--- config.mk ---
export PLATFORM = sky130hd
export DESIGN_NAME = ulm_line_ctrl
export DESIGN_NICKNAME = d
export VERILOG_FILES = /design/src/core/ulm_pkg.sv /design/src/core/ulm_rx.sv /design/src/core/ulm_line_ctrl.sv
export VERILOG_INCLUDE_DIRS = /design/src /design/src/core
export SDC_FILE = /design/constraint.sdc
export NUM_CORES = 1
export LEC_CHECK = 0
export ABC_AREA = 1
export BUFFER_PORTS_ARGS = -buffer_cell sky130_fd_sc_hd__buf_2
export CORE_ASPECT_RATIO = 1.25
export CORE_MARGIN = 2
export CORE_UTILIZATION = 30
export CTS_CLUSTER_SIZE = 14
export DETAILED_ROUTE_END_ITERATION = 12
export PLACE_DENSITY_LB_ADDON = 0.2
export SLEW_MARGIN = 25
export SYNTH_ARGS = -nofsm -noshare
export SYNTH_HDL_FRONTEND = slang
export SYNTH_SLANG_ARGS = --single-unit
--- constraint.sdc ---
create_clock -name ref_clk -period 4.7 [get_ports ref_clk]
set_input_delay 0.235 -clock ref_clk [delete_from_list [all_inputs] [get_ports ref_clk]]
set_output_delay 0.235 -clock ref_clk [all_outputs]
set_load 0.01 [all_outputs]
--- src/core/ulm_defs.svh ---
`ifndef ULM_DEFS_SVH
`define ULM_DEFS_SVH

`define ULM_OFF_DATA 3'h0
`define ULM_OFF_DIVH 3'h1
`define ULM_OFF_FCTL 3'h2
`define ULM_OFF_LFC 3'h3
`define ULM_OFF_MOC 3'h4
`define ULM_OFF_LST 3'h5
`define ULM_OFF_MSTAT 3'h6
`define ULM_OFF_SCR 3'h7

`define ULM_LFC_STOP 2
`define ULM_LFC_PEN 3
`define ULM_LFC_EVEN 4
`define ULM_LFC_FORCE 5
`define ULM_LFC_BRK 6
`define ULM_LFC_DLAB 7

`define ULM_MOC_DTR 0
`define ULM_MOC_RTS 1
`define ULM_MOC_AUX1 2
`define ULM_MOC_AUX2 3
`define ULM_MOC_LOOP 4
`define ULM_MOC_ANY 5
`define ULM_MOC_IR 6
`define ULM_MOC_PRE 7
`define ULM_MOC_ENH_MASK 8'hE0

`define ULM_FCTL_EN 0
`define ULM_FCTL_RXRST 1
`define ULM_FCTL_TXRST 2
`define ULM_IDENT_NOIRQ 6'h01

`define ULM_RST_LFC 8'h05
`define ULM_RST_MOC 8'h00
`define ULM_RST_SCR 8'hFF
`define ULM_RST_ZERO 8'h00
`define ULM_FULL_MASK 8'hFF

`define ULM_TK_MID 6'h07
`define ULM_TK_LAST 6'h0F
`define ULM_TK_STOP15 6'h17
`define ULM_TK_STOP2 6'h1F
`define ULM_IR_PULSE 6'h03
`define ULM_IR_STRETCH 6'h0F
`define ULM_PRE_LAST 2'h3

`endif

--- src/core/ulm_pkg.sv ---
`include "ulm_defs.svh"
package ulm_pkg;
  typedef logic [7:0] ulm_byte_t;

  typedef enum logic [5:0] {
    RX_IDLE = 6'b000001,
    RX_START = 6'b000010,
    RX_DATA = 6'b000100,
    RX_PAR = 6'b001000,
    RX_STOP = 6'b010000,
    RX_BRKW = 6'b100000
  } ulm_rx_state_t;

  typedef enum logic [4:0] {
    TX_IDLE = 5'b00001,
    TX_START = 5'b00010,
    TX_DATA = 5'b00100,
    TX_PAR = 5'b01000,
    TX_STOP = 5'b10000
  } ulm_tx_state_t;

  function automatic ulm_byte_t ulm_mask(input logic [1:0] wl);
    ulm_mask = `ULM_FULL_MASK >> (2'h3 - wl);
  endfunction : ulm_mask

  // Parity bit to send or expect; forced parity is mark for odd, space for even.
  function automatic logic ulm_parity(input ulm_byte_t d, input logic [1:0] wl,
                                      input logic even, input logic force_bit);
    if (force_bit) begin
      ulm_parity = ~even;
    end else begin
      ulm_parity = (^(d & ulm_mask(wl))) ^ ~even;
    end
  endfunction : ulm_parity
endpackage : ulm_pkg

--- src/core/ulm_rx.sv ---
`timescale 1ns/10ps
`include "ulm_defs.svh"
module ulm_rx (
  input wire logic ref_clk,
  input wire logic nrst,
  input wire logic tick,
  input wire logic rxd,
  input wire logic [1:0] wlen,
  input wire logic par_en,
  input wire logic even,
  input wire logic force_par,
  output logic done,
  output ulm_pkg::ulm_byte_t data,
  output logic par_err,
  output logic frm_err,
  output logic brk
);
  import ulm_pkg::*;

  ulm_rx_state_t st_q, st_d;
  logic [5:0] cnt_q, cnt_d;
  logic [2:0] bit_q, bit_d;
  ulm_byte_t shf_q, shf_d;
  logic zero_q, zero_d, pe_q, pe_d, done_d;

  wire bit_last = tick && (cnt_q == `ULM_TK_LAST);
  wire [2:0] last_bit = {1'b1, wlen};
  wire par_exp = ulm_parity(shf_q, wlen, even, force_par);
  wire brk_now = zero_q && !rxd;

  always_comb begin
    st_d = st_q;
    cnt_d = tick ? cnt_q + 6'h01 : cnt_q;
    bit_d = bit_q;
    shf_d = shf_q;
    zero_d = zero_q;
    pe_d = pe_q;
    done_d = 1'b0;
    case (st_q)
      RX_IDLE: begin
        cnt_d = '0;
        if (!rxd) begin
          st_d = RX_START;
        end
      end
      RX_START: begin
        if (tick && cnt_q == `ULM_TK_MID) begin
          cnt_d = '0;
          bit_d = '0;
          shf_d = '0;
          zero_d = 1'b1;
          pe_d = 1'b0;
          st_d = rxd ? RX_IDLE : RX_DATA;
        end
      end
      RX_DATA: begin
        if (bit_last) begin
          cnt_d = '0;
          shf_d = shf_q | (ulm_byte_t'(rxd) << bit_q);
          zero_d = zero_q & ~rxd;
          bit_d = bit_q + 3'h1;
          if (bit_q == last_bit) begin
            st_d = par_en ? RX_PAR : RX_STOP;
          end
        end
      end
      RX_PAR: begin
        if (bit_last) begin
          cnt_d = '0;
          pe_d = (rxd != par_exp);
          zero_d = zero_q & ~rxd;
          st_d = RX_STOP;
        end
      end
      RX_STOP: begin
        if (bit_last) begin
          done_d = 1'b1;
          st_d = brk_now ? RX_BRKW : RX_IDLE;
        end
      end
      default: begin
        cnt_d = '0;
        if (rxd) begin
          st_d = RX_IDLE;
        end
      end
    endcase
  end

  always_ff @(posedge ref_clk or negedge nrst) begin
    if (!nrst) begin
      st_q <= RX_IDLE;
      cnt_q <= '0;
      bit_q <= '0;
      shf_q <= '0;
      zero_q <= 1'b0;
      pe_q <= 1'b0;
    end else begin
      st_q <= st_d;
      cnt_q <= cnt_d;
      bit_q <= bit_d;
      shf_q <= shf_d;
      zero_q <= zero_d;
      pe_q <= pe_d;
    end
  end

  always_ff @(posedge ref_clk or negedge nrst) begin
    if (!nrst) begin
      done <= 1'b0;
      data <= '0;
      par_err <= 1'b0;
      frm_err <= 1'b0;
      brk <= 1'b0;
    end else begin
      done <= done_d;
      if (done_d) begin
        data <= shf_q;
        par_err <= pe_q;
        frm_err <= !rxd;
        brk <= brk_now;
      end
    end
  end
endmodule : ulm_rx

--- src/core/ulm_line_ctrl.sv ---
// Notes on behaviour
// - Stop length bit: one stop, else 1.5 for 5-bit words, two otherwise.
// - Parity enable adds a parity bit on transmit and checks it on receive.
// - Unforced parity is odd when type bit is 0, even when 1, both ways.
// - Forced parity is mark when type bit is 0, space when 1.
// - Break bit holds the serial output low until software clears it, outside loopback and infrared modes.
// - Divisor access bit maps divisor low, high and fraction over offsets 0, 1 and 2.
// - DTR output is low when its bit is 1 outside loopback, high otherwise.
// - RTS output is low when its bit is 1 outside loopback, high otherwise.
// - Offset 6 shows flow threshold only with enhanced enable and bank bit.
// - Offset 7 shows trigger level only with enhanced enable and bank bit.
// - Auxiliary bits have no pins; in loopback they feed ring and carrier.
// - Loopback routes transmitter and modem outputs back inside; off at reset.
// - Resume-on-any restarts halted transmit; flow characters are not stored.
// - Infrared bit switches coding; writable only enhanced; zero at reset.
// - Prescaler divides baud clock by one or four; writable only enhanced.
// - Data ready shows while any received character is held.
// - Character finishing with full receive store flags overrun and is dropped.
// - Parity error flag belongs to the character at the head.
// - Framing error flag belongs to the head character missing its stop.
// - Break flags a whole low frame; only one break character stored.
// - Holding empty sets on move to shifter, clears on host load.
// - Transmitter idle only when holding path and shifter are both empty.
// - Word length bits select five to eight data bits; six at reset.
// - In loopback clear-to-send follows RTS bit, data-set-ready follows DTR bit.
// - Global error flag stands while any stored byte carries an error.
`timescale 1ns/10ps
`include "ulm_defs.svh"
module ulm_line_ctrl #(
  parameter int RX_DEPTH = 64
) (
  input wire logic ref_clk,
  input wire logic nrst,
  input wire logic [2:0] reg_addr,
  input wire logic reg_wr,
  input wire logic reg_rd,
  input wire ulm_pkg::ulm_byte_t reg_wdata,
  output ulm_pkg::ulm_byte_t reg_rdata,
  input wire logic enh_en,
  input wire logic tx_halt,
  input wire logic sw_flow_en,
  input wire ulm_pkg::ulm_byte_t xon_char,
  input wire ulm_pkg::ulm_byte_t xoff_char,
  input wire logic rxd,
  input wire logic cts_n,
  input wire logic dsr_n,
  input wire logic ri_n,
  input wire logic cd_n,
  output logic txd,
  output logic dtr_n,
  output logic rts_n,
  output logic ir_mode
);
  import ulm_pkg::*;

  localparam int AW = $clog2(RX_DEPTH);
  localparam logic [AW:0] CAP_FIFO = (AW + 1)'(RX_DEPTH);
  localparam logic [AW:0] CAP_ONE = (AW + 1)'(1);

  ulm_byte_t lfc_q, moc_q, scr_q, hold_q, tsh_q, tsh_d;
  ulm_byte_t div_lo_q, div_hi_q, div_fr_q, thresh_q, trig_q, rdata_q, rd_val;
  logic fifo_mode_q, oe_q, hold_full_q, halted_q, txd_q, dtr_n_q, rts_n_q, tx_par_q;
  logic tx_load;
  logic [1:0] pre_q;
  logic [15:0] baud_q;
  logic [5:0] txc_q, txc_d, irc_q;
  logic [2:0] txb_q, txb_d;
  logic [AW-1:0] wp_q, rp_q;
  logic [AW:0] cnt_q, err_q;
  logic [10:0] mem_q [RX_DEPTH];
  ulm_tx_state_t ts_q, ts_d;
  logic rx_done, rx_pe, rx_fe, rx_bi;
  ulm_byte_t rx_data;

  // Register access decode.
  wire dlab = lfc_q[`ULM_LFC_DLAB];
  wire at_data = reg_addr == `ULM_OFF_DATA;
  wire at_fctl = reg_addr == `ULM_OFF_FCTL;
  wire bank_alt = enh_en && moc_q[`ULM_MOC_AUX1];
  wire wr_hold = reg_wr && at_data && !dlab;
  wire wr_div_lo = reg_wr && at_data && dlab;
  wire wr_div_hi = reg_wr && reg_addr == `ULM_OFF_DIVH && dlab;
  wire wr_div_fr = reg_wr && at_fctl && dlab;
  wire wr_fctl = reg_wr && at_fctl && !dlab;
  wire wr_lfc = reg_wr && reg_addr == `ULM_OFF_LFC;
  wire wr_moc = reg_wr && reg_addr == `ULM_OFF_MOC;
  wire wr_thresh = reg_wr && reg_addr == `ULM_OFF_MSTAT && bank_alt;
  wire wr_trig = reg_wr && reg_addr == `ULM_OFF_SCR && bank_alt;
  wire wr_scr = reg_wr && reg_addr == `ULM_OFF_SCR && !bank_alt;
  wire rd_lst = reg_rd && reg_addr == `ULM_OFF_LST;
  wire loop = moc_q[`ULM_MOC_LOOP];

  wire [7:0] moc_wr = (reg_wdata & ~`ULM_MOC_ENH_MASK) |
                      ((enh_en ? reg_wdata : moc_q) & `ULM_MOC_ENH_MASK);

  // Baud tick at sixteen per bit.
  wire [15:0] div_raw = {div_hi_q, div_lo_q};
  wire [15:0] div_last = (div_raw == '0) ? '0 : div_raw - 16'h0001;
  wire pre_tick = !moc_q[`ULM_MOC_PRE] || pre_q == `ULM_PRE_LAST;
  wire tick = pre_tick && baud_q >= div_last;

  // Transmit line and infrared coding.
  wire [1:0] wlen = lfc_q[1:0];
  wire [2:0] last_bit = {1'b1, wlen};
  wire pen = lfc_q[`ULM_LFC_PEN];
  wire [5:0] stop_last = !lfc_q[`ULM_LFC_STOP] ? `ULM_TK_LAST :
                         (wlen == 2'b00) ? `ULM_TK_STOP15 : `ULM_TK_STOP2;
  wire bit_end = txc_q == ((ts_q == TX_STOP) ? stop_last : `ULM_TK_LAST);
  wire tx_bit = (ts_q == TX_START) ? 1'b0 : (ts_q == TX_DATA) ? tsh_q[0] :
                (ts_q == TX_PAR) ? tx_par_q : 1'b1;
  wire tx_line = tx_bit && !lfc_q[`ULM_LFC_BRK];
  wire ir_pulse = !tx_line && txc_q < `ULM_IR_PULSE;
  wire ir_on = moc_q[`ULM_MOC_IR];
  wire ir_dec = !(rxd || irc_q != '0);
  wire rx_in = loop ? tx_line : (ir_on ? ir_dec : rxd);

  // Receive store.
  wire [AW:0] cap = fifo_mode_q ? CAP_FIFO : CAP_ONE;
  wire full = cnt_q >= cap;
  wire has_data = cnt_q != '0;
  wire rx_err = rx_pe || rx_fe || rx_bi;
  wire flow_chr = sw_flow_en && (rx_data == xon_char || rx_data == xoff_char);
  wire push = rx_done && !full && !flow_chr;
  wire pop = reg_rd && at_data && !dlab && has_data;
  wire [10:0] head = mem_q[rp_q];
  wire pop_err = pop && head[10:8] != '0;
  wire rx_flush = wr_fctl && ((reg_wdata[`ULM_FCTL_EN] && reg_wdata[`ULM_FCTL_RXRST]) ||
                              reg_wdata[`ULM_FCTL_EN] != fifo_mode_q);
  wire tx_flush = wr_fctl && reg_wdata[`ULM_FCTL_EN] && reg_wdata[`ULM_FCTL_TXRST];

  wire temt = !hold_full_q && ts_q == TX_IDLE;
  wire [7:0] lst = {err_q != '0, temt, !hold_full_q, head[10:8] & {3{has_data}},
                    oe_q, has_data};
  wire aux_output_one = ~moc_q[`ULM_MOC_AUX1];
  wire aux_output_two = ~moc_q[`ULM_MOC_AUX2];
  wire [3:0] msts = loop ? {~aux_output_two, ~aux_output_one, moc_q[`ULM_MOC_DTR],
                            moc_q[`ULM_MOC_RTS]} : {~cd_n, ~ri_n, ~dsr_n, ~cts_n};

  ulm_rx u_rx (
    .ref_clk(ref_clk),
    .nrst(nrst),
    .tick(tick),
    .rxd(rx_in),
    .wlen(wlen),
    .par_en(pen),
    .even(lfc_q[`ULM_LFC_EVEN]),
    .force_par(lfc_q[`ULM_LFC_FORCE]),
    .done(rx_done),
    .data(rx_data),
    .par_err(rx_pe),
    .frm_err(rx_fe),
    .brk(rx_bi)
  );

  // Read data selection.
  always_comb begin
    rd_val = '0;
    if (at_data) begin
      rd_val = dlab ? div_lo_q : head[7:0];
    end else if (reg_addr == `ULM_OFF_DIVH) begin
      rd_val = dlab ? div_hi_q : '0;
    end else if (at_fctl) begin
      rd_val = dlab ? div_fr_q : {fifo_mode_q, fifo_mode_q, `ULM_IDENT_NOIRQ};
    end else if (reg_addr == `ULM_OFF_LFC) begin
      rd_val = lfc_q;
    end else if (reg_addr == `ULM_OFF_MOC) begin
      rd_val = moc_q;
    end else if (reg_addr == `ULM_OFF_LST) begin
      rd_val = lst;
    end else if (reg_addr == `ULM_OFF_MSTAT) begin
      rd_val = bank_alt ? thresh_q : {msts, 4'h0};
    end else begin
      rd_val = bank_alt ? trig_q : scr_q;
    end
  end

  // Transmit sequencer.
  always_comb begin
    ts_d = ts_q;
    txc_d = txc_q;
    txb_d = txb_q;
    tsh_d = tsh_q;
    tx_load = 1'b0;
    case (ts_q)
      TX_IDLE: begin
        if (hold_full_q && !halted_q && tick) begin
          ts_d = TX_START;
          txc_d = '0;
          tsh_d = hold_q & ulm_mask(wlen);
          tx_load = 1'b1;
        end
      end
      TX_START: begin
        if (tick) begin
          txc_d = bit_end ? '0 : txc_q + 6'h01;
          if (bit_end) begin
            ts_d = TX_DATA;
            txb_d = '0;
          end
        end
      end
      TX_DATA: begin
        if (tick) begin
          txc_d = bit_end ? '0 : txc_q + 6'h01;
          if (bit_end) begin
            tsh_d = tsh_q >> 1;
            txb_d = txb_q + 3'h1;
            if (txb_q == last_bit) begin
              ts_d = pen ? TX_PAR : TX_STOP;
            end
          end
        end
      end
      TX_PAR: begin
        if (tick) begin
          txc_d = bit_end ? '0 : txc_q + 6'h01;
          if (bit_end) begin
            ts_d = TX_STOP;
          end
        end
      end
      default: begin
        if (tick) begin
          txc_d = bit_end ? '0 : txc_q + 6'h01;
          if (bit_end) begin
            ts_d = TX_IDLE;
          end
        end
      end
    endcase
  end

  always_ff @(posedge ref_clk or negedge nrst) begin
    if (!nrst) begin
      ts_q <= TX_IDLE;
      txc_q <= '0;
      txb_q <= '0;
      tsh_q <= '0;
      tx_par_q <= 1'b0;
    end else begin
      ts_q <= ts_d;
      txc_q <= txc_d;
      txb_q <= txb_d;
      tsh_q <= tsh_d;
      if (tx_load) begin
        tx_par_q <= ulm_parity(hold_q, wlen, lfc_q[`ULM_LFC_EVEN], lfc_q[`ULM_LFC_FORCE]);
      end
    end
  end

  always_ff @(posedge ref_clk or negedge nrst) begin
    if (!nrst) begin
      lfc_q <= `ULM_RST_LFC;
      moc_q <= `ULM_RST_MOC;
      scr_q <= `ULM_RST_SCR;
      div_lo_q <= `ULM_RST_ZERO;
      div_hi_q <= `ULM_RST_ZERO;
      div_fr_q <= `ULM_RST_ZERO;
      thresh_q <= `ULM_RST_ZERO;
      trig_q <= `ULM_RST_ZERO;
      hold_q <= `ULM_RST_ZERO;
      fifo_mode_q <= 1'b0;
    end else begin
      lfc_q <= wr_lfc ? reg_wdata : lfc_q;
      moc_q <= wr_moc ? moc_wr : moc_q;
      scr_q <= wr_scr ? reg_wdata : scr_q;
      div_lo_q <= wr_div_lo ? reg_wdata : div_lo_q;
      div_hi_q <= wr_div_hi ? reg_wdata : div_hi_q;
      div_fr_q <= wr_div_fr ? reg_wdata : div_fr_q;
      thresh_q <= wr_thresh ? reg_wdata : thresh_q;
      trig_q <= wr_trig ? reg_wdata : trig_q;
      hold_q <= wr_hold ? reg_wdata : hold_q;
      fifo_mode_q <= wr_fctl ? reg_wdata[`ULM_FCTL_EN] : fifo_mode_q;
    end
  end

  always_ff @(posedge ref_clk or negedge nrst) begin
    if (!nrst) begin
      hold_full_q <= 1'b0;
      oe_q <= 1'b0;
      halted_q <= 1'b0;
      pre_q <= '0;
      baud_q <= '0;
      irc_q <= '0;
    end else begin
      hold_full_q <= wr_hold || (hold_full_q && !tx_load && !tx_flush);
      oe_q <= (rx_done && full) || (oe_q && !rd_lst);
      halted_q <= tx_halt || (halted_q && !(rx_done && moc_q[`ULM_MOC_ANY]));
      pre_q <= pre_q + 2'h1;
      baud_q <= tick ? '0 : (pre_tick ? baud_q + 16'h0001 : baud_q);
      irc_q <= rxd ? `ULM_IR_STRETCH : ((tick && irc_q != '0) ? irc_q - 6'h01 : irc_q);
    end
  end

  always_ff @(posedge ref_clk or negedge nrst) begin
    if (!nrst) begin
      wp_q <= '0;
      rp_q <= '0;
      cnt_q <= '0;
      err_q <= '0;
    end else if (rx_flush) begin
      wp_q <= '0;
      rp_q <= '0;
      cnt_q <= '0;
      err_q <= '0;
    end else begin
      wp_q <= push ? wp_q + 1'b1 : wp_q;
      rp_q <= pop ? rp_q + 1'b1 : rp_q;
      cnt_q <= cnt_q + (AW + 1)'(push) - (AW + 1)'(pop);
      err_q <= err_q + (AW + 1)'(push && rx_err) - (AW + 1)'(pop_err);
    end
  end

  always_ff @(posedge ref_clk) begin
    if (push) begin
      mem_q[wp_q] <= {rx_bi, rx_fe, rx_pe, rx_data};
    end
  end

  always_ff @(posedge ref_clk or negedge nrst) begin
    if (!nrst) begin
      rdata_q <= '0;
      txd_q <= 1'b1;
      dtr_n_q <= 1'b1;
      rts_n_q <= 1'b1;
    end else begin
      rdata_q <= reg_rd ? rd_val : rdata_q;
      txd_q <= loop || (ir_on ? ir_pulse : tx_line);
      dtr_n_q <= loop || !moc_q[`ULM_MOC_DTR];
      rts_n_q <= loop || !moc_q[`ULM_MOC_RTS];
    end
  end

  assign reg_rdata = rdata_q;
  assign txd = txd_q;
  assign dtr_n = dtr_n_q;
  assign rts_n = rts_n_q;
  assign ir_mode = moc_q[`ULM_MOC_IR];
endmodule : ulm_line_ctrl

==> out/results.ini <==
[floorplan]
core_area_um2=129800
die_width_um=326.8
die_area_um2=133200
num_io_pins=51
rows=148
die_h_um=407.5
initial_core_util=0.3010

[synthesis]
yosysTopAreaCell=edfxtp_1
synth_area_um2=39080
yosys-top-cells-count=edfxtp_1, nand2_1, nor2_1, o21ai_0, inv_1
syn_avg_cell_area_um2=10.80
netlist_top_cells_area=edfxtp_1, dfrtp_1, nand2_1
synth_cell_types=50
synthCells=3618
synth_edf_count=704
yosysTopAreaCellShare=0.5410
ys_seq_area_frac=0.6676
synthArstFlopShare=0.2186
synth.most_common_cell=edfxtp_1
ys_warn_count=0
synthFlopType=edfxtp_1
synth_fp_nets=3709
ys_ff_latch=901

[setup_path]
r2r_cells=24
crit_chain=inv_1 -> nand3_1 -> nor3_1 -> inv_1 -> nor3_1 -> nand2_1 -> nor3_2 -> nand3_1 -> xor2_1 -> nand2_1 -> ha_1 -> nand4_1 -> nor3_2 -> nand3_1 -> nand3_1 -> nand2_1 -> buf_12 -> nor2_1 -> nand3_1 -> o21ai_0 -> nand2_1 -> buf_4 -> nand2_1 -> o21ai_0
crit_end=u_rx.shf_q[0]
r2r_start=div_lo_q[0]
r2r_slack_ns=0.50
startpoint=div_lo_q[0]
cpPeakStageDelay_ns=0.41
rr_endpoint=u_rx.shf_q[0]
setup.worst_path.class=flop to flop
critical_path.endpoint_type=flop
worst_ep_arrival_time_ns=4.75
crit_fanout=15
critPathLaunchType=flop
crit_required_ns=5.25
critPathSlowestCell=dfrtp_1

[worst_hold_path]
holdPathStages=4
hold_path.class=primary input to flop

[timing]
rsz0062_at_grt=no
post-route-min-period_ns=4.204
setup_viol=0
min_period_over_period=0.8945
maxClockFrequency_mhz=237.9
final-max-slew-violation-count=0
skew_ns=0.03600
fin_ws_ns=0.4957
maxSlewHeadroom=0.3818
hold_violations=0
holdWs_ns=0.07605
tightest_slew_ns=0.9273
fin_tns_setup_ns=0

[grt]
grt_max_degree=103
grt_usage=0.1686
overflow=0
grt_antenna_before_repair=0
grt_pass1_wl_um=170300
grt_pass1_vias=26470

[layout]
seq_area_um2=26110
final_core_util=0.3483
final_nets=3834
area_growth_pct=15.70
final_cell_count_no_fill=5543
n_antenna_cell=0
drive_gt1_frac=0.1048
fill_cells=12940
multi_input_area_um2=11330
final_area_um2=45210

[clock_tree]
ctsHtreeMaxLevel=3
cts.path.max_buffers=3
cts_buffers=94
path_clk_slew_ns=0.07
clk_latency_ns=0.69
postCtsSetupRepairBufs=0
cts_sinks=901
cts_root_buffer=clkbuf_16
tritoncts=built

[drt]
drt-met1-wl_um=48830
dr.pass1.iters=6
drc=0
wl_met2_um=57290
drt-initial-drc-count=1881
via_per_inst=4.850
antenna_left=0
wl_per_cell_um=20.48
wirelength_um=113500
num_vias=26880
met3_length_um=4325
highest_layer=met4

[placement]
place_inst=5363
place_ws_ns=0.2828
place.port_buffers=50
dpl_cell_area_um2=42020
dp_hpwl_um=69940
gp_congestion=0.8094

[power]
powerDensity_nw_per_um2=525.3
peakVddDrop_mv=0.3324
finalPower_mw=23.75
p_leak_nw=17.99

[run]
cap_viol_max_count=0

[outcome]
status=finished clean

[power by group]
part	internal, mW	switching (mW)
sequential	8.86	0.348
combinational	2.22	4.83
clock	4.35	3.15
total	15.4	8.32
[cells by family (layout without fill, tap and decap cells)]
logic type | count (synthesis) | in the layout | share of synthesized area
flip-flops | 901 | 901 | 0.6676
buffers and inverters | 414 | 614 | 0.04303
AO/OA/AOI/OAI | 740 | 740 | 0.1062
adder cells (fa/ha/maj) | 52 | 52 | 0.01703
AND/OR/NAND/NOR | 1459 | 1459 | 0.1543
XOR/XNOR | 47 | 47 | 0.01053
multiplexers | 5 | 5 | 0.001281
[worst min-delay path by stage]
stage	start	end	slack, ns
6_report	reg_wr	fifo_mode_q	0.08
5_1_grt	reg_wdata[7]	div_fr_q[7]	0.09
4_1_cts	reg_wr	fifo_mode_q	0.02
3_5_place_dp	nrst	pre_q[0]	0.33
2_1_floorplan	nrst	async pin	-0.06
3_3_place_gp	nrst	pre_q[0]	0.34
[timing repair]
action                                  in CTS  in global routing
hold buffers                                 9                  0
gates resized for setup                      0                  3
endpoints found under the setup margin       0                 37
endpoints found under the hold margin      103                  0
[state kept, by name (all words and copies together) (netlist names), 7 cells and up, named ones only]
signal      flops
u_rx.data       8
div_fr_q        8
div_lo_q        8
trig_q          8
u_rx.shf_q      8
lfc_q           8
scr_q           8
mem_q         704
baud_q         16
tsh_q           8
cnt_q           7
reg_rdata       8
err_q           7
div_hi_q        8
thresh_q        8
hold_q          8
[worst max-delay path, delay by kind of cell (launching register included)]
kind	cells	cell delay [ns]
flops	1	0.41
fa+ha+maj	1	0.31
xor+xnor	1	0.16
compound gates	2	0.26
buf+inv	4	0.61
simple gates	16	2.35
[routing by layer]
| metal | up-vias | track usage |
|---|---|---|
| met5 | - | 0 |
| met4 | 0 | 0.05473 |
| met3 | 150 | 0.02116 |
| met2 | 531 | 0.2969 |
| met1 | 13250 | 0.2134 |
| li1 | 12950 | - |
[cells in the final DEF, fill, tap and decap left out, types with 79 or more instances in the layout]
cell and count:
a21oi_1 95, buf_4 135, clkbuf_16 98, dfrtp_1 168, edfxtp_1 704, inv_1 224
nand2_1 659, nand3_1 204, nor2_1 476, o21ai_0 451, o22ai_1 79
[layout make-up]
| class | count | area share |
|---|---|---|
| flip-flops and latches | 901 | 0.5776 |
| multi-input cells | 2303 | 0.2507 |
| clock buffers | 131 | 0.05898 |
| well taps | 1725 | 0.04774 |
| repair buffers | 207 | 0.03592 |
| inverters | 236 | 0.01987 |
| clock inverters | 40 | 0.009244 |
No activity file was read; power rests on OpenSTA's default activity.
